**config.mk**
```make
export PLATFORM = sky130hd
export DESIGN_NAME = servo_frame_homing
export DESIGN_NICKNAME = d
export VERILOG_FILES = /design/src/hw/servo_frame_pkg.sv /design/src/hw/pin_sync.sv /design/src/hw/sample_tick.sv /design/src/hw/servo_frame_homing.sv
export VERILOG_INCLUDE_DIRS = /design/src /design/src/hw
export SDC_FILE = /design/constraint.sdc
export NUM_CORES = 2
export LEC_CHECK = 0
export ABC_AREA = 1
export BUFFER_PORTS_ARGS = -buffer_cell sky130_fd_sc_hd__buf_2
export CAP_MARGIN = 15
export CORE_UTILIZATION = 45
export CTS_BUF_LIST = sky130_fd_sc_hd__clkbuf_8
export DETAILED_ROUTE_END_ITERATION = 10
export PLACE_DENSITY_LB_ADDON = 0.15
export RECOVER_POWER = 25
export REMOVE_ABC_BUFFERS = 1
export SYNTH_ARGS = -nofsm -noshare
export SYNTH_HDL_FRONTEND = slang
export SYNTH_SLANG_ARGS = --single-unit
export TNS_END_PERCENT = 20
```
**constraint.sdc**
```tcl
create_clock -name clk_sys -period 8.62 [get_ports clk_sys]
set_input_delay 0.431 -clock clk_sys [delete_from_list [all_inputs] [get_ports clk_sys]]
set_output_delay 0.431 -clock clk_sys [all_outputs]
set_load 0.05 [all_outputs]
```
**src/hw/servo_frame_defines.svh**
```systemverilog
// Constants for the servo reference-frame and homing block
`ifndef SERVO_FRAME_DEFINES_SVH
`define SERVO_FRAME_DEFINES_SVH
// Register offsets (word addresses)
`define REG_CTRL       4'h0
`define REG_STATUS     4'h1
`define REG_IRQ_STAT   4'h2
`define REG_IRQ_MASK   4'h3
`define REG_SW_CMD     4'h4
`define REG_TARGET     4'h5
`define REG_HOME_VALUE 4'h6
`define REG_HOME_CFG   4'h7
`define REG_RATIO      4'h8
`define REG_STAMP      4'h9
`define REG_COMMAND    4'ha
// Control register bits
`define CTRL_ENABLE    0
`define CTRL_EXT_REF   1
// Command register bits (write-one pulses)
`define CMD_BEGIN      0
`define CMD_BEGIN_IN   1
`define CMD_RELATIVE   2
`define CMD_ABSOLUTE   3
`define CMD_JOG        4
`define CMD_HOME_ARM   5
// Interrupt bits
`define IRQ_HOMED      0
`define IRQ_STOPPED    1
`define IRQ_LAUNCH     2
`define IRQ_WIDTH      3
// Timing
`define CLK_HZ         40000000
`define SAMPLE_US      200
`define STAMP_US_DIV   40
`endif

```
**src/hw/servo_frame_pkg.sv**
```systemverilog
// Types shared by the servo reference-frame block
package servo_frame_pkg;
  typedef enum logic [1:0] {
    MODE_NONE = 2'b00,
    MODE_PTP = 2'b01,
    MODE_JOG = 2'b11
  } motion_mode_t;
  typedef enum logic [1:0] {
    HOME_IDLE = 2'b00,
    HOME_ARMED = 2'b01,
    HOME_DONE = 2'b11
  } home_state_t;
  typedef enum logic [3:0] {
    SRC_HOME_HI = 4'h1, SRC_HOME_LO = 4'h2, SRC_INDEX_HI = 4'h3, SRC_INDEX_LO = 4'h4,
    SRC_RLS_HI = 4'h5, SRC_RLS_LO = 4'h6, SRC_FLS_HI = 4'h7, SRC_FLS_LO = 4'h8,
    SRC_IN1_HI = 4'h9, SRC_IN1_LO = 4'ha, SRC_IN2_HI = 4'hb, SRC_IN2_LO = 4'hc,
    SRC_IN3_HI = 4'hd, SRC_IN3_LO = 4'he
  } home_src_t;
endpackage

```
**src/hw/pin_sync.sv**
```systemverilog
// Two-flop synchroniser bank for pin inputs
`timescale 1ns/10ps
module pin_sync #(
  parameter int WIDTH = 8
) (
  input wire logic clk_sys,
  input wire logic rst,
  input wire logic [WIDTH-1:0] pin_in,
  output logic [WIDTH-1:0] pin_sync_out
);
  logic [WIDTH-1:0] meta_reg;
  genvar i;
  generate
    for (i = 0; i < WIDTH; i++) begin : g_bit
      always_ff @(posedge clk_sys or posedge rst) begin
        if (rst) begin
          meta_reg[i] <= 1'b0;
          pin_sync_out[i] <= 1'b0;
        end else begin
          meta_reg[i] <= pin_in[i];
          pin_sync_out[i] <= meta_reg[i];
        end
      end
    end
  endgenerate
endmodule // pin_sync

```
**src/hw/sample_tick.sv**
```systemverilog
// Sampling-period and microsecond tick generator
`timescale 1ns/10ps
`include "servo_frame_defines.svh"
module sample_tick #(
  parameter int SAMPLE_CYCLES = `CLK_HZ / 1000000 * `SAMPLE_US,
  parameter int US_CYCLES = `STAMP_US_DIV
) (
  input wire logic clk_sys,
  input wire logic rst,
  output logic sample_tick_out,
  output logic us_tick_out
);
  logic [15:0] samp_reg;
  logic [7:0] us_reg;
  always_ff @(posedge clk_sys or posedge rst) begin
    if (rst) begin
      samp_reg <= 16'h0000;
      sample_tick_out <= 1'b0;
    end else if (samp_reg == 16'(SAMPLE_CYCLES - 1)) begin
      samp_reg <= 16'h0000;
      sample_tick_out <= 1'b1;
    end else begin
      samp_reg <= samp_reg + 16'h0001;
      sample_tick_out <= 1'b0;
    end
  end
  always_ff @(posedge clk_sys or posedge rst) begin
    if (rst) begin
      us_reg <= 8'h00;
      us_tick_out <= 1'b0;
    end else if (us_reg == 8'(US_CYCLES - 1)) begin
      us_reg <= 8'h00;
      us_tick_out <= 1'b1;
    end else begin
      us_reg <= us_reg + 8'h01;
      us_tick_out <= 1'b0;
    end
  end
endmodule // sample_tick

```
**src/hw/servo_frame_homing.sv**
```systemverilog
// Servo reference-frame management and homing event logic
// Summary of operation
// - Motor enable loads the software reference so the total reference equals the position.
// - After that load the software command stays constant until a motion is accepted.
// - After enable no motion mode is defined and a begin command launches nothing.
// - With external reference on, the enable load is main position minus ratio times aux.
// - Relative tracking sets the software command to main position minus external command.
// - After relative tracking the command is still and the mode undefined until a mode command.
// - Relative tracking cancels a begin that is pending on an input event.
// - Motor enable performs the whole relative-tracking initialisation.
// - The external selector drops the external term when clear and adds it when set.
// - Only a launched point-to-point motion makes tracking absolute; jog does not.
// - A switch set up as a stop source halts motion whatever the external selector is.
// - On the expected homing event a known value is loaded into the position counter.
// - The homing source is one of reverse/forward limit, home, index or digital inputs.
// - Limit and digital-input events are seen once per sampling period.
// - Home and index events are stamped to the microsecond.
// - Homing events are serviced by this logic in real time, not by software polling.
`timescale 1ns/10ps
`include "servo_frame_defines.svh"
module servo_frame_homing
  import servo_frame_pkg::*;
#(
  parameter int POS_W = 32,
  parameter int SAMPLE_CYCLES = `CLK_HZ / 1000000 * `SAMPLE_US
) (
  input wire logic clk_sys,
  input wire logic rst,
  input wire logic [3:0] reg_addr,
  input wire logic [31:0] reg_wdata,
  input wire logic reg_wr,
  input wire logic reg_rd,
  output logic [31:0] reg_rdata,
  output logic irq,
  input wire logic [POS_W-1:0] main_position_counter,
  input wire logic [POS_W-1:0] auxiliary_position_counter,
  input wire logic reverse_limit_switch,
  input wire logic forward_limit_switch,
  input wire logic home_switch,
  input wire logic encoder_index,
  input wire logic [2:0] digital_in,
  input wire logic stop_switch,
  output logic [POS_W-1:0] position_reference,
  output logic motion_active,
  output logic position_load,
  output logic [POS_W-1:0] position_load_value
);
  // ----------------------------------------------------------------
  // Pin synchronisation and ticks
  // ----------------------------------------------------------------
  logic [7:0] pins_s;
  logic sample_tick_w;
  logic us_tick_w;
  pin_sync #(.WIDTH(8)) u_sync (
    .clk_sys(clk_sys),
    .rst(rst),
    .pin_in({stop_switch, digital_in, encoder_index, home_switch,
             forward_limit_switch, reverse_limit_switch}),
    .pin_sync_out(pins_s)
  );
  sample_tick #(.SAMPLE_CYCLES(SAMPLE_CYCLES), .US_CYCLES(`STAMP_US_DIV)) u_tick (
    .clk_sys(clk_sys),
    .rst(rst),
    .sample_tick_out(sample_tick_w),
    .us_tick_out(us_tick_w)
  );

  // ----------------------------------------------------------------
  // Registers
  // ----------------------------------------------------------------
  logic motor_enable_cmd_reg;
  logic external_reference_select_reg;
  logic [POS_W-1:0] sw_cmd_reg;
  logic [POS_W-1:0] target_reg;
  logic [POS_W-1:0] home_value_reg;
  logic [3:0] home_src_reg;
  logic [15:0] follower_ratio_reg;
  logic [31:0] stamp_reg;
  logic [31:0] us_count_reg;
  logic [`IRQ_WIDTH-1:0] irq_stat_reg;
  logic [`IRQ_WIDTH-1:0] irq_mask_reg;
  motion_mode_t mode_reg;
  home_state_t home_reg;
  logic pending_begin_reg;
  logic absolute_reg;
  logic stopped_reg;
  logic [7:0] pins_d_reg;
  logic in1_tick_reg;

  logic ctrl_wr;
  logic cmd_wr;
  logic motor_enable_rise;
  logic begin_motion_cmd;
  logic begin_on_input_cmd;
  logic relative_tracking_cmd;
  logic absolute_target_cmd;
  logic jog_velocity_cmd;
  logic home_arm_cmd;
  logic launch;
  logic input_event;
  assign ctrl_wr = reg_wr && reg_addr == `REG_CTRL;
  assign cmd_wr = reg_wr && reg_addr == `REG_COMMAND;
  assign motor_enable_rise = ctrl_wr && reg_wdata[`CTRL_ENABLE] && !motor_enable_cmd_reg;
  assign begin_motion_cmd = cmd_wr && reg_wdata[`CMD_BEGIN];
  assign begin_on_input_cmd = cmd_wr && reg_wdata[`CMD_BEGIN_IN];
  assign relative_tracking_cmd = cmd_wr && reg_wdata[`CMD_RELATIVE];
  assign absolute_target_cmd = cmd_wr && reg_wdata[`CMD_ABSOLUTE];
  assign jog_velocity_cmd = cmd_wr && reg_wdata[`CMD_JOG];
  assign home_arm_cmd = cmd_wr && reg_wdata[`CMD_HOME_ARM];

  // ----------------------------------------------------------------
  // External reference term and frame re-initialisation
  // ----------------------------------------------------------------
  logic [POS_W-1:0] ext_cmd;
  logic [POS_W+15:0] ratio_prod;
  logic frame_init;
  logic [POS_W-1:0] ext_init;
  assign ratio_prod = $signed(auxiliary_position_counter) * $signed({1'b0, follower_ratio_reg});
  assign ext_cmd = external_reference_select_reg ? ratio_prod[POS_W-1:0] : '0;
  assign ext_init = (ctrl_wr ? reg_wdata[`CTRL_EXT_REF] : external_reference_select_reg) ?
                    ratio_prod[POS_W-1:0] : '0;
  assign frame_init = motor_enable_rise || (relative_tracking_cmd && motor_enable_cmd_reg);

  always_ff @(posedge clk_sys or posedge rst) begin
    if (rst) begin
      motor_enable_cmd_reg <= 1'b0;
      external_reference_select_reg <= 1'b0;
    end else if (ctrl_wr) begin
      motor_enable_cmd_reg <= reg_wdata[`CTRL_ENABLE];
      external_reference_select_reg <= reg_wdata[`CTRL_EXT_REF];
    end
  end
  // Software command stays frozen except on init or a launched move
  always_ff @(posedge clk_sys or posedge rst) begin
    if (rst) begin
      sw_cmd_reg <= '0;
    end else if (frame_init) begin
      sw_cmd_reg <= main_position_counter - ext_init;
    end else if (launch && mode_reg == MODE_PTP) begin
      sw_cmd_reg <= target_reg;
    end
  end
  // Reference is continuous: position at init equals sw + ext
  assign position_reference = sw_cmd_reg + ext_cmd;

  // ----------------------------------------------------------------
  // Motion mode, begin and stop handling
  // ----------------------------------------------------------------
  // In1 is compared against its value at the previous tick, so a rise still high at the next tick is not missed
  assign input_event = sample_tick_w && pins_s[4] && !in1_tick_reg;
  assign launch = motor_enable_cmd_reg && mode_reg != MODE_NONE && !stopped_reg &&
                  (begin_motion_cmd || (pending_begin_reg && input_event));
  always_ff @(posedge clk_sys or posedge rst) begin
    if (rst) begin
      mode_reg <= MODE_NONE;
    end else if (frame_init || !motor_enable_cmd_reg) begin
      mode_reg <= MODE_NONE;
    end else if (absolute_target_cmd) begin
      mode_reg <= MODE_PTP;
    end else if (jog_velocity_cmd) begin
      mode_reg <= MODE_JOG;
    end
  end

  always_ff @(posedge clk_sys or posedge rst) begin
    if (rst) begin
      target_reg <= '0;
    end else if (reg_wr && reg_addr == `REG_TARGET) begin
      target_reg <= reg_wdata[POS_W-1:0];
    end
  end

  always_ff @(posedge clk_sys or posedge rst) begin
    if (rst) begin
      pending_begin_reg <= 1'b0;
    end else if (relative_tracking_cmd || frame_init || launch) begin
      pending_begin_reg <= 1'b0;
    end else if (begin_on_input_cmd) begin
      pending_begin_reg <= 1'b1;
    end
  end
  // Only a point-to-point launch makes the frame absolute
  always_ff @(posedge clk_sys or posedge rst) begin
    if (rst) begin
      absolute_reg <= 1'b0;
    end else if (frame_init || stopped_reg) begin
      absolute_reg <= 1'b0;
    end else if (launch && mode_reg == MODE_PTP) begin
      absolute_reg <= 1'b1;
    end
  end
  // A stop is sticky until relative tracking or a motor enable rise; host must re-frame first
  always_ff @(posedge clk_sys or posedge rst) begin
    if (rst) begin
      motion_active <= 1'b0;
      stopped_reg <= 1'b0;
    end else if (frame_init) begin
      motion_active <= 1'b0;
      stopped_reg <= 1'b0;
    end else if (pins_s[7]) begin
      motion_active <= 1'b0;
      stopped_reg <= stopped_reg || motion_active;
    end else if (launch) begin
      motion_active <= 1'b1;
    end else if (!motor_enable_cmd_reg) begin
      motion_active <= 1'b0;
    end
  end

  // ----------------------------------------------------------------
  // Homing
  // ----------------------------------------------------------------
  logic home_hit;
  logic fast_src;
  logic lvl;
  always_comb begin
    lvl = 1'b0;
    case (home_src_t'(home_src_reg))
      SRC_HOME_HI: lvl = pins_s[2];
      SRC_HOME_LO: lvl = !pins_s[2];
      SRC_INDEX_HI: lvl = pins_s[3] && !pins_d_reg[3];
      SRC_INDEX_LO: lvl = !pins_s[3] && pins_d_reg[3];
      SRC_RLS_HI: lvl = pins_s[0];
      SRC_RLS_LO: lvl = !pins_s[0];
      SRC_FLS_HI: lvl = pins_s[1];
      SRC_FLS_LO: lvl = !pins_s[1];
      SRC_IN1_HI: lvl = pins_s[4];
      SRC_IN1_LO: lvl = !pins_s[4];
      SRC_IN2_HI: lvl = pins_s[5];
      SRC_IN2_LO: lvl = !pins_s[5];
      SRC_IN3_HI: lvl = pins_s[6];
      SRC_IN3_LO: lvl = !pins_s[6];
      default: lvl = 1'b0;
    endcase
  end
  assign fast_src = home_src_reg >= 4'h1 && home_src_reg <= 4'h4;
  // Slow sources only looked at on the sampling tick
  assign home_hit = home_reg == HOME_ARMED && lvl && (fast_src || sample_tick_w);

  always_ff @(posedge clk_sys or posedge rst) begin
    if (rst) begin
      pins_d_reg <= 8'h00;
      in1_tick_reg <= 1'b0;
    end else begin
      pins_d_reg <= pins_s;
      if (sample_tick_w) in1_tick_reg <= pins_s[4];
    end
  end

  always_ff @(posedge clk_sys or posedge rst) begin
    if (rst) begin
      home_reg <= HOME_IDLE;
    end else begin
      case (home_reg)
        HOME_IDLE: if (home_arm_cmd) home_reg <= HOME_ARMED;
        HOME_ARMED: if (home_hit) home_reg <= HOME_DONE;
        HOME_DONE: home_reg <= HOME_IDLE;
        default: home_reg <= HOME_IDLE;
      endcase
    end
  end

  always_ff @(posedge clk_sys or posedge rst) begin
    if (rst) begin
      position_load <= 1'b0;
      position_load_value <= '0;
    end else begin
      position_load <= home_hit;
      position_load_value <= home_value_reg;
    end
  end

  always_ff @(posedge clk_sys or posedge rst) begin
    if (rst) begin
      us_count_reg <= 32'h0000_0000;
      stamp_reg <= 32'h0000_0000;
    end else begin
      if (us_tick_w) us_count_reg <= us_count_reg + 32'h0000_0001;
      if (home_hit) stamp_reg <= us_count_reg;
    end
  end

  always_ff @(posedge clk_sys or posedge rst) begin
    if (rst) begin
      home_value_reg <= '0;
      home_src_reg <= 4'h0;
      follower_ratio_reg <= 16'h0000;
      irq_mask_reg <= '0;
    end else if (reg_wr) begin
      case (reg_addr)
        `REG_HOME_VALUE: home_value_reg <= reg_wdata[POS_W-1:0];
        `REG_HOME_CFG: home_src_reg <= reg_wdata[3:0];
        `REG_RATIO: follower_ratio_reg <= reg_wdata[15:0];
        `REG_IRQ_MASK: irq_mask_reg <= reg_wdata[`IRQ_WIDTH-1:0];
        default: ;
      endcase
    end
  end

  // ----------------------------------------------------------------
  // Interrupts and read port
  // ----------------------------------------------------------------
  logic [`IRQ_WIDTH-1:0] irq_set;
  logic stat_rd;
  assign irq_set = {launch, pins_s[7] && motion_active, home_hit};
  assign stat_rd = reg_rd && reg_addr == `REG_IRQ_STAT;
  // Set wins over read-clear so no event is lost
  always_ff @(posedge clk_sys or posedge rst) begin
    if (rst) begin
      irq_stat_reg <= '0;
    end else begin
      irq_stat_reg <= (stat_rd ? '0 : irq_stat_reg) | irq_set;
    end
  end
  assign irq = |(irq_stat_reg & irq_mask_reg);

  always_ff @(posedge clk_sys or posedge rst) begin
    if (rst) begin
      reg_rdata <= 32'h0000_0000;
    end else if (reg_rd) begin
      case (reg_addr)
        `REG_CTRL: reg_rdata <= {30'h0, external_reference_select_reg, motor_enable_cmd_reg};
        `REG_STATUS: reg_rdata <= {24'h0, home_reg, stopped_reg, absolute_reg,
                                   pending_begin_reg, motion_active, mode_reg};
        `REG_IRQ_STAT: reg_rdata <= {29'h0, irq_stat_reg};
        `REG_IRQ_MASK: reg_rdata <= {29'h0, irq_mask_reg};
        `REG_SW_CMD: reg_rdata <= sw_cmd_reg;
        `REG_TARGET: reg_rdata <= target_reg;
        `REG_HOME_VALUE: reg_rdata <= home_value_reg;
        `REG_HOME_CFG: reg_rdata <= {28'h0, home_src_reg};
        `REG_RATIO: reg_rdata <= {16'h0, follower_ratio_reg};
        `REG_STAMP: reg_rdata <= stamp_reg;
        default: reg_rdata <= 32'h0000_0000;
      endcase
    end else begin
      reg_rdata <= 32'h0000_0000;
    end
  end

  // ----------------------------------------------------------------
  // Checks
  // ----------------------------------------------------------------
  chk_enable_load: assert property (@(posedge clk_sys) disable iff (rst)
    motor_enable_rise |=> sw_cmd_reg == $past(main_position_counter) - $past(ext_init))
    else $error("enable load wrong");
  chk_cmd_frozen: assert property (@(posedge clk_sys) disable iff (rst)
    (!frame_init && !launch) |=> $stable(sw_cmd_reg))
    else $error("software command moved");
  chk_no_mode_launch: assert property (@(posedge clk_sys) disable iff (rst)
    mode_reg == MODE_NONE |-> !launch)
    else $error("launch without mode");
  chk_relative_mode: assert property (@(posedge clk_sys) disable iff (rst)
    frame_init |=> mode_reg == MODE_NONE && !motion_active)
    else $error("mode not cleared");
  chk_pending_clear: assert property (@(posedge clk_sys) disable iff (rst)
    relative_tracking_cmd |=> !pending_begin_reg)
    else $error("pending begin kept");
  chk_jog_relative: assert property (@(posedge clk_sys) disable iff (rst)
    (launch && mode_reg == MODE_JOG && !absolute_reg) |=> !absolute_reg)
    else $error("jog set absolute");
  chk_stop_halts: assert property (@(posedge clk_sys) disable iff (rst)
    (pins_s[7] && !frame_init) |=> !motion_active)
    else $error("stop ignored");
  chk_home_load: assert property (@(posedge clk_sys) disable iff (rst)
    home_hit |=> position_load && position_load_value == $past(home_value_reg))
    else $error("home load missing");
  chk_slow_sample: assert property (@(posedge clk_sys) disable iff (rst)
    (home_hit && !fast_src) |-> sample_tick_w)
    else $error("slow event off tick");
endmodule // servo_frame_homing

```
* Word level (Yosys, flattened, before mapping)
Index checks and enable logic that the tools add are counted.
Word-level totals: output and inout bits 99, input port bits 112, register bits 308, logic and storage cells 171
Cells by class: bitwise gates (word level) 2, order comparisons 2, multipliers 1, muxes and demuxes 29, eq/ne operators 31, reduce and logical (&&, ||, !) cells 59, add/sub/neg operators 5
Operators with widths (count):
- $pmux 32 s10 | 1
- $mux 32 | 5
- $eq 4x4->1 const B | 10
- $add 32x1->32 const B | 1
- $add 32x32->32 | 1
- $eq 4x3->1 const B | 8
- $mul 32x17->32 | 1
- $sub 32x32->32 | 1
- $logic_and 1x1->1 | 26
- $add 16x1->16 const B | 1
- $eq 16x13->1 const B | 1
- $eq 4x2->1 const B | 4
- $mux 16 | 1
- $pmux 1 s14 | 1
- $mux 1 | 13
- $logic_not 1->1 | 11
- $mux 2 | 5
- $reduce_and 2->1 | 5
- $reduce_bool 2->1 | 5
- $add 8x1->8 const B | 1
- $eq 4x1->1 const B | 2
- $eq 8x6->1 const B | 1
- $logic_or 1x1->1 | 8
- $mux 8 | 1
- 13 further kinds | 15

* Longest topological paths before layout
depth in word-level cells 8, mapped depth 42, gate-level depth less buffers 40

* By module
A second synthesis with hierarchy kept.
Second synthesis, totals: cell total of the unflattened synthesis 3720, area total of the unflattened synthesis 28939.0 um2
By module, submodules not included:
- servo_frame_homing | cells an instance 3545, area each 27218.6 um2, sequential area each 6581.3 um2, instances 1
- sample_tick | cells an instance 158, area each 1316.3 um2, sequential area each 650.6 um2, instances 1
- pin_sync | cells an instance 17, area each 404.1 um2, sequential area each 400.4 um2, instances 1

* Worst setup path after synthesis
OpenSTA, ideal clock, no wires.
kind input-to-output, start input auxiliary_position_counter[7], end output position_reference[30], data required time 8189 ps, data arrival time 7511 ps, cell stages on the path 31, setup slack 678 ps, buffers on the path 2, path through clkbuf_1 > clkbuf_1 > nand2_1 > fa_1 > inv_1 > fa_1 > inv_1 > fa_1 > inv_1 > fa_1 > fa_1 > inv_1 > fa_1 > inv_1 > ha_1 > inv_1 > nor3_1 > nand4_1 > o21ai_2 > a21oi_2 > o21ai_2 > a21oi_1 > xnor2_1 > and2_1 > ha_1 > nand2_1 > nor3_1 > and3_1 > nand3_1 > o21ai_0 > xor2_1
Between the ends: word-level cells in the longest chain between the ends 3
Ends and longest elaborated chain:
- start: declaration | line servo_frame_homing.sv:36 | input wire logic [POS_W-1:0] auxiliary_position_counter,
- $mul 32x17->32 | line servo_frame_homing.sv:118 | assign ratio_prod = $signed(auxiliary_position_counter) * $signed({1'b0, follower_ratio_reg});
- $mux 32 | line servo_frame_homing.sv:119 | assign ext_cmd = external_reference_select_reg ? ratio_prod[POS_W-1:0] : '0;
- $add 32x32->32 | line servo_frame_homing.sv:144 | assign position_reference = sw_cmd_reg + ext_cmd;
- end: declaration | line servo_frame_homing.sv:43 | output logic [POS_W-1:0] position_reference,
No other way between the ends.

* Worst setup path after layout
start register follower_ratio_reg[4], end output position_reference[31]
Between the ends: word-level cells in the longest chain between the ends 3
Ends and longest elaborated chain:
- start: declaration | line servo_frame_homing.sv:77 | logic [15:0] follower_ratio_reg;
- start signal: assignment | line servo_frame_homing.sv:293 | `REG_RATIO: follower_ratio_reg <= reg_wdata[15:0];
- $mul 32x17->32 | line servo_frame_homing.sv:118
- $mux 32 | line servo_frame_homing.sv:119
- $add 32x32->32 | line servo_frame_homing.sv:144
No other way between the ends.

==> impl_metrics.json <==
{
  "start_util": 0.456,
  "core_area_sq_mm": 0.0632,
  "postRouteAntennaNets": 0,
  "synthesis.area_sq_mm": 0.0288,
  "r2r_slack_ns": 0.98,
  "critPathKind": "reg -> out",
  "yosysWarnings": 0,
  "fp.dieW_microns": 255,
  "setup-violations-final": 0,
  "dpl.hpwl_microns": 70600,
  "synth_edf_count": 0,
  "cp_max_fo": 12,
  "max_cap_violations": 3,
  "insertion_delay_ns": 0.61,
  "core.rowCount": 92,
  "reg2reg_depth": 35,
  "die-area_sq_mm": 0.0650,
  "rr_startpoint": "follower_ratio_reg[4]$_DFFE_PP0P_",
  "finalHoldViolCount": 0,
  "drt-total-wl_microns": 90300,
  "drive_gt1_frac": 0.126,
  "ys_async_sr_fraction": 1.00,
  "path_clk_slew_ns": 0.07,
  "required_ns": 8.19,
  "grt_pass1_wl_microns": 138000,
  "worstSetupEndpointType": "output pin",
  "final_cell_mix": "inv_1, nand2_1, fa_1",
  "timing.rr.end": "sw_cmd_reg[31]$_DFFE_PP0P_",
  "endpoint": "position_reference[31]",
  "port_buffers": 210,
  "grt.overflow.total": 0,
  "ys_ff_latch": 305,
  "fmax_mhz": 118,
  "crit_top_cell": "fa_1",
  "syn_inst": 3698,
  "status": "finished with violations",
  "crit_start": "follower_ratio_reg[4]$_DFFE_PP0P_",
  "htree_levels": 2,
  "cts_buffers": 47,
  "slowest_stage": "fa_1",
  "die_h_microns": 255,
  "slew_viol_final": 192,
  "place_ws_ns": 0.365,
  "io_pins": 211,
  "yosysSeqAreaShare": 0.265,
  "grt_start_max_net_pins": 107,
  "worstHoldPathCells": 3,
  "cts_num_sinks": 305,
  "place_congestion": 0.957,
  "ctsRootBufferMaster": "clkbuf_8",
  "grt_setup_unrepaired": "yes",
  "grt_pass1_vias": 24300,
  "violations": "capacitance limit, slew limit",
  "layout_setup_ws_ns": 0.169,
  "crit_path_max_incr_delay_ns": 0.54,
  "cts_buffer_depth": 3,
  "post-route-drc-count": 0,
  "fin_worst_skew_ns": 0.0342,
  "wl_per_cell_microns": 18.9,
  "synth_ff_type": "dfrtp_1",
  "num_vias": 24500,
  "period_share": 0.980,
  "startpoint_type": "register",
  "routed_via_density": 5.13,
  "cts_tree": "done",
  "antenna_found_initial": 2,
  "dr.pass1.iters": 5,
  "nets": 4473,
  "final_common_cell": "inv_1",
  "synth_cell_types": 66,
  "tightest_slew_ns": 4.72,
  "grt_use_total": 0.280,
  "drt-initial-drc-count": 1731,
  "post-route-min-period_ns": 8.45,
  "cp.arrival_ns": 8.02,
  "avgSynthCellArea_sq_um": 7.79,
  "timing.slew.headroom": -2.17,
  "areaGrowthSynthToFinish_pct": 13.0,
  "holdCritPathClass": "in -> reg"
}
cells by family after synthesis:
| family | count (synthesis) | synth area share |
|---|---|---|
| compound gates | 496 | 0.101 |
| xor+xnor | 104 | 0.0316 |
| fa+ha+maj | 458 | 0.279 |
| buf+inv | 1022 | 0.134 |
| flops | 305 | 0.265 |
| mux | 2 | 0.000782 |
| simple gates | 1311 | 0.189 |
area by class of cell:
type	count	area [sq um]
antenna	2	5.00
clock buffer	60	826
clock inverter	21	136
fill	6240	30600
inverter	872	3280
multi-input combinational	2371	17600
sequential	305	7650
tap	846	1060
timing repair buffer	306	1980
worst max-delay path: cells and delay by family (launching register included):
| family | cells | cell delay, ns |
|---|---|---|
| fa+ha+maj | 8 | 3.83 |
| simple gates | 13 | 1.49 |
| buf+inv | 10 | 1.04 |
| flops | 1 | 0.51 |
| compound gates | 2 | 0.31 |
| xor+xnor | 2 | 0.24 |
metrics by stage:
step	instance area [sq um]	hold slack, ns	setup TNS [ns]	utilization	std cells
3_5_place_dp	30800	0.335	0	0.487	4654
2_1_floorplan	28200	0.331	-73.81	-	3548
4_1_cts	31900	0.0131	0	0.505	4746
6_report	32600	0.0418	0	0.515	4783
3_3_place_gp	30800	0.333	0	0.487	4654
5_1_grt	32500	0.0450	-0.296	0.515	4782
layer usage:
layer / track usage / share of wire / vias up
li1: - / - / 11700
met1: 0.384 / 0.44 / 11900
met2: 0.450 / 0.46 / 792
met3: 0.0338 / 0.064 / 189
met4: 0.114 / 0.041 / 0
met5: 0 / 0 / -
worst min path at each step:
stage	startpoint	to	slack, ns
floorplan	u_sync.meta_reg[0]$_DFF_PP0_	u_sync.pin_sync_out[0]$_DFF_PP0_	0.33
global placement	u_sync.meta_reg[2]$_DFF_PP0_	u_sync.pin_sync_out[2]$_DFF_PP0_	0.33
detailed placement	u_sync.meta_reg[5]$_DFF_PP0_	u_sync.pin_sync_out[5]$_DFF_PP0_	0.33
CTS	reg_wdata[13]	home_value_reg[13]$_DFFE_PP0P_	0.01
global route	reg_wdata[13]	home_value_reg[13]$_DFFE_PP0P_	0.04
finish	reg_wdata[13]	home_value_reg[13]$_DFFE_PP0P_	0.04
synthesized netlist by cell type, drive strengths merged, types with 2 or more instances:
cell type  number  share of area
a21oi         135          0.024
nand3b          5         0.0017
a21boi          4         0.0010
o221ai          5         0.0015
buf            28         0.0047
a31o            2        0.00061
a21o           13         0.0034
a311oi          4         0.0012
fa            306           0.21
o21bai          9         0.0023
clkbuf        122          0.016
mux2            2        0.00078
a31oi          11         0.0024
o31ai           3        0.00078
nor4           14         0.0033
ha            152          0.066
and2            4        0.00087
xor2           71          0.022
o21ai         235          0.041
a211oi          4         0.0010
nand2         873           0.11
and3            3        0.00065
xnor2          33          0.010
inv           872           0.11
o22ai           6         0.0013
o2111ai         5         0.0015
a41oi           3        0.00091
o221a           2        0.00078
a221oi         32         0.0099
nand4          18         0.0041
a22o            5         0.0015
nor2          181          0.024
a22oi           3        0.00078
or2            16         0.0035
o211ai          9         0.0023
nor3           40         0.0086
dfrtp         305           0.26
o21a            2        0.00052
nand3         157          0.028
what timing repair did:
item / CTS / global route
endpoints found under the setup margin: 6 / 10
endpoints found under the hold margin: 111 / 0
hold buffers: 9 / 0
gates cloned: 0 / 3
setup buffers: 2 / 32
gates resized for setup: 16 / 105
pin swaps: 4 / 36
Power is not shown: default switching activity piles up to over one toggle a cycle in this logic, so the estimate is an artifact.
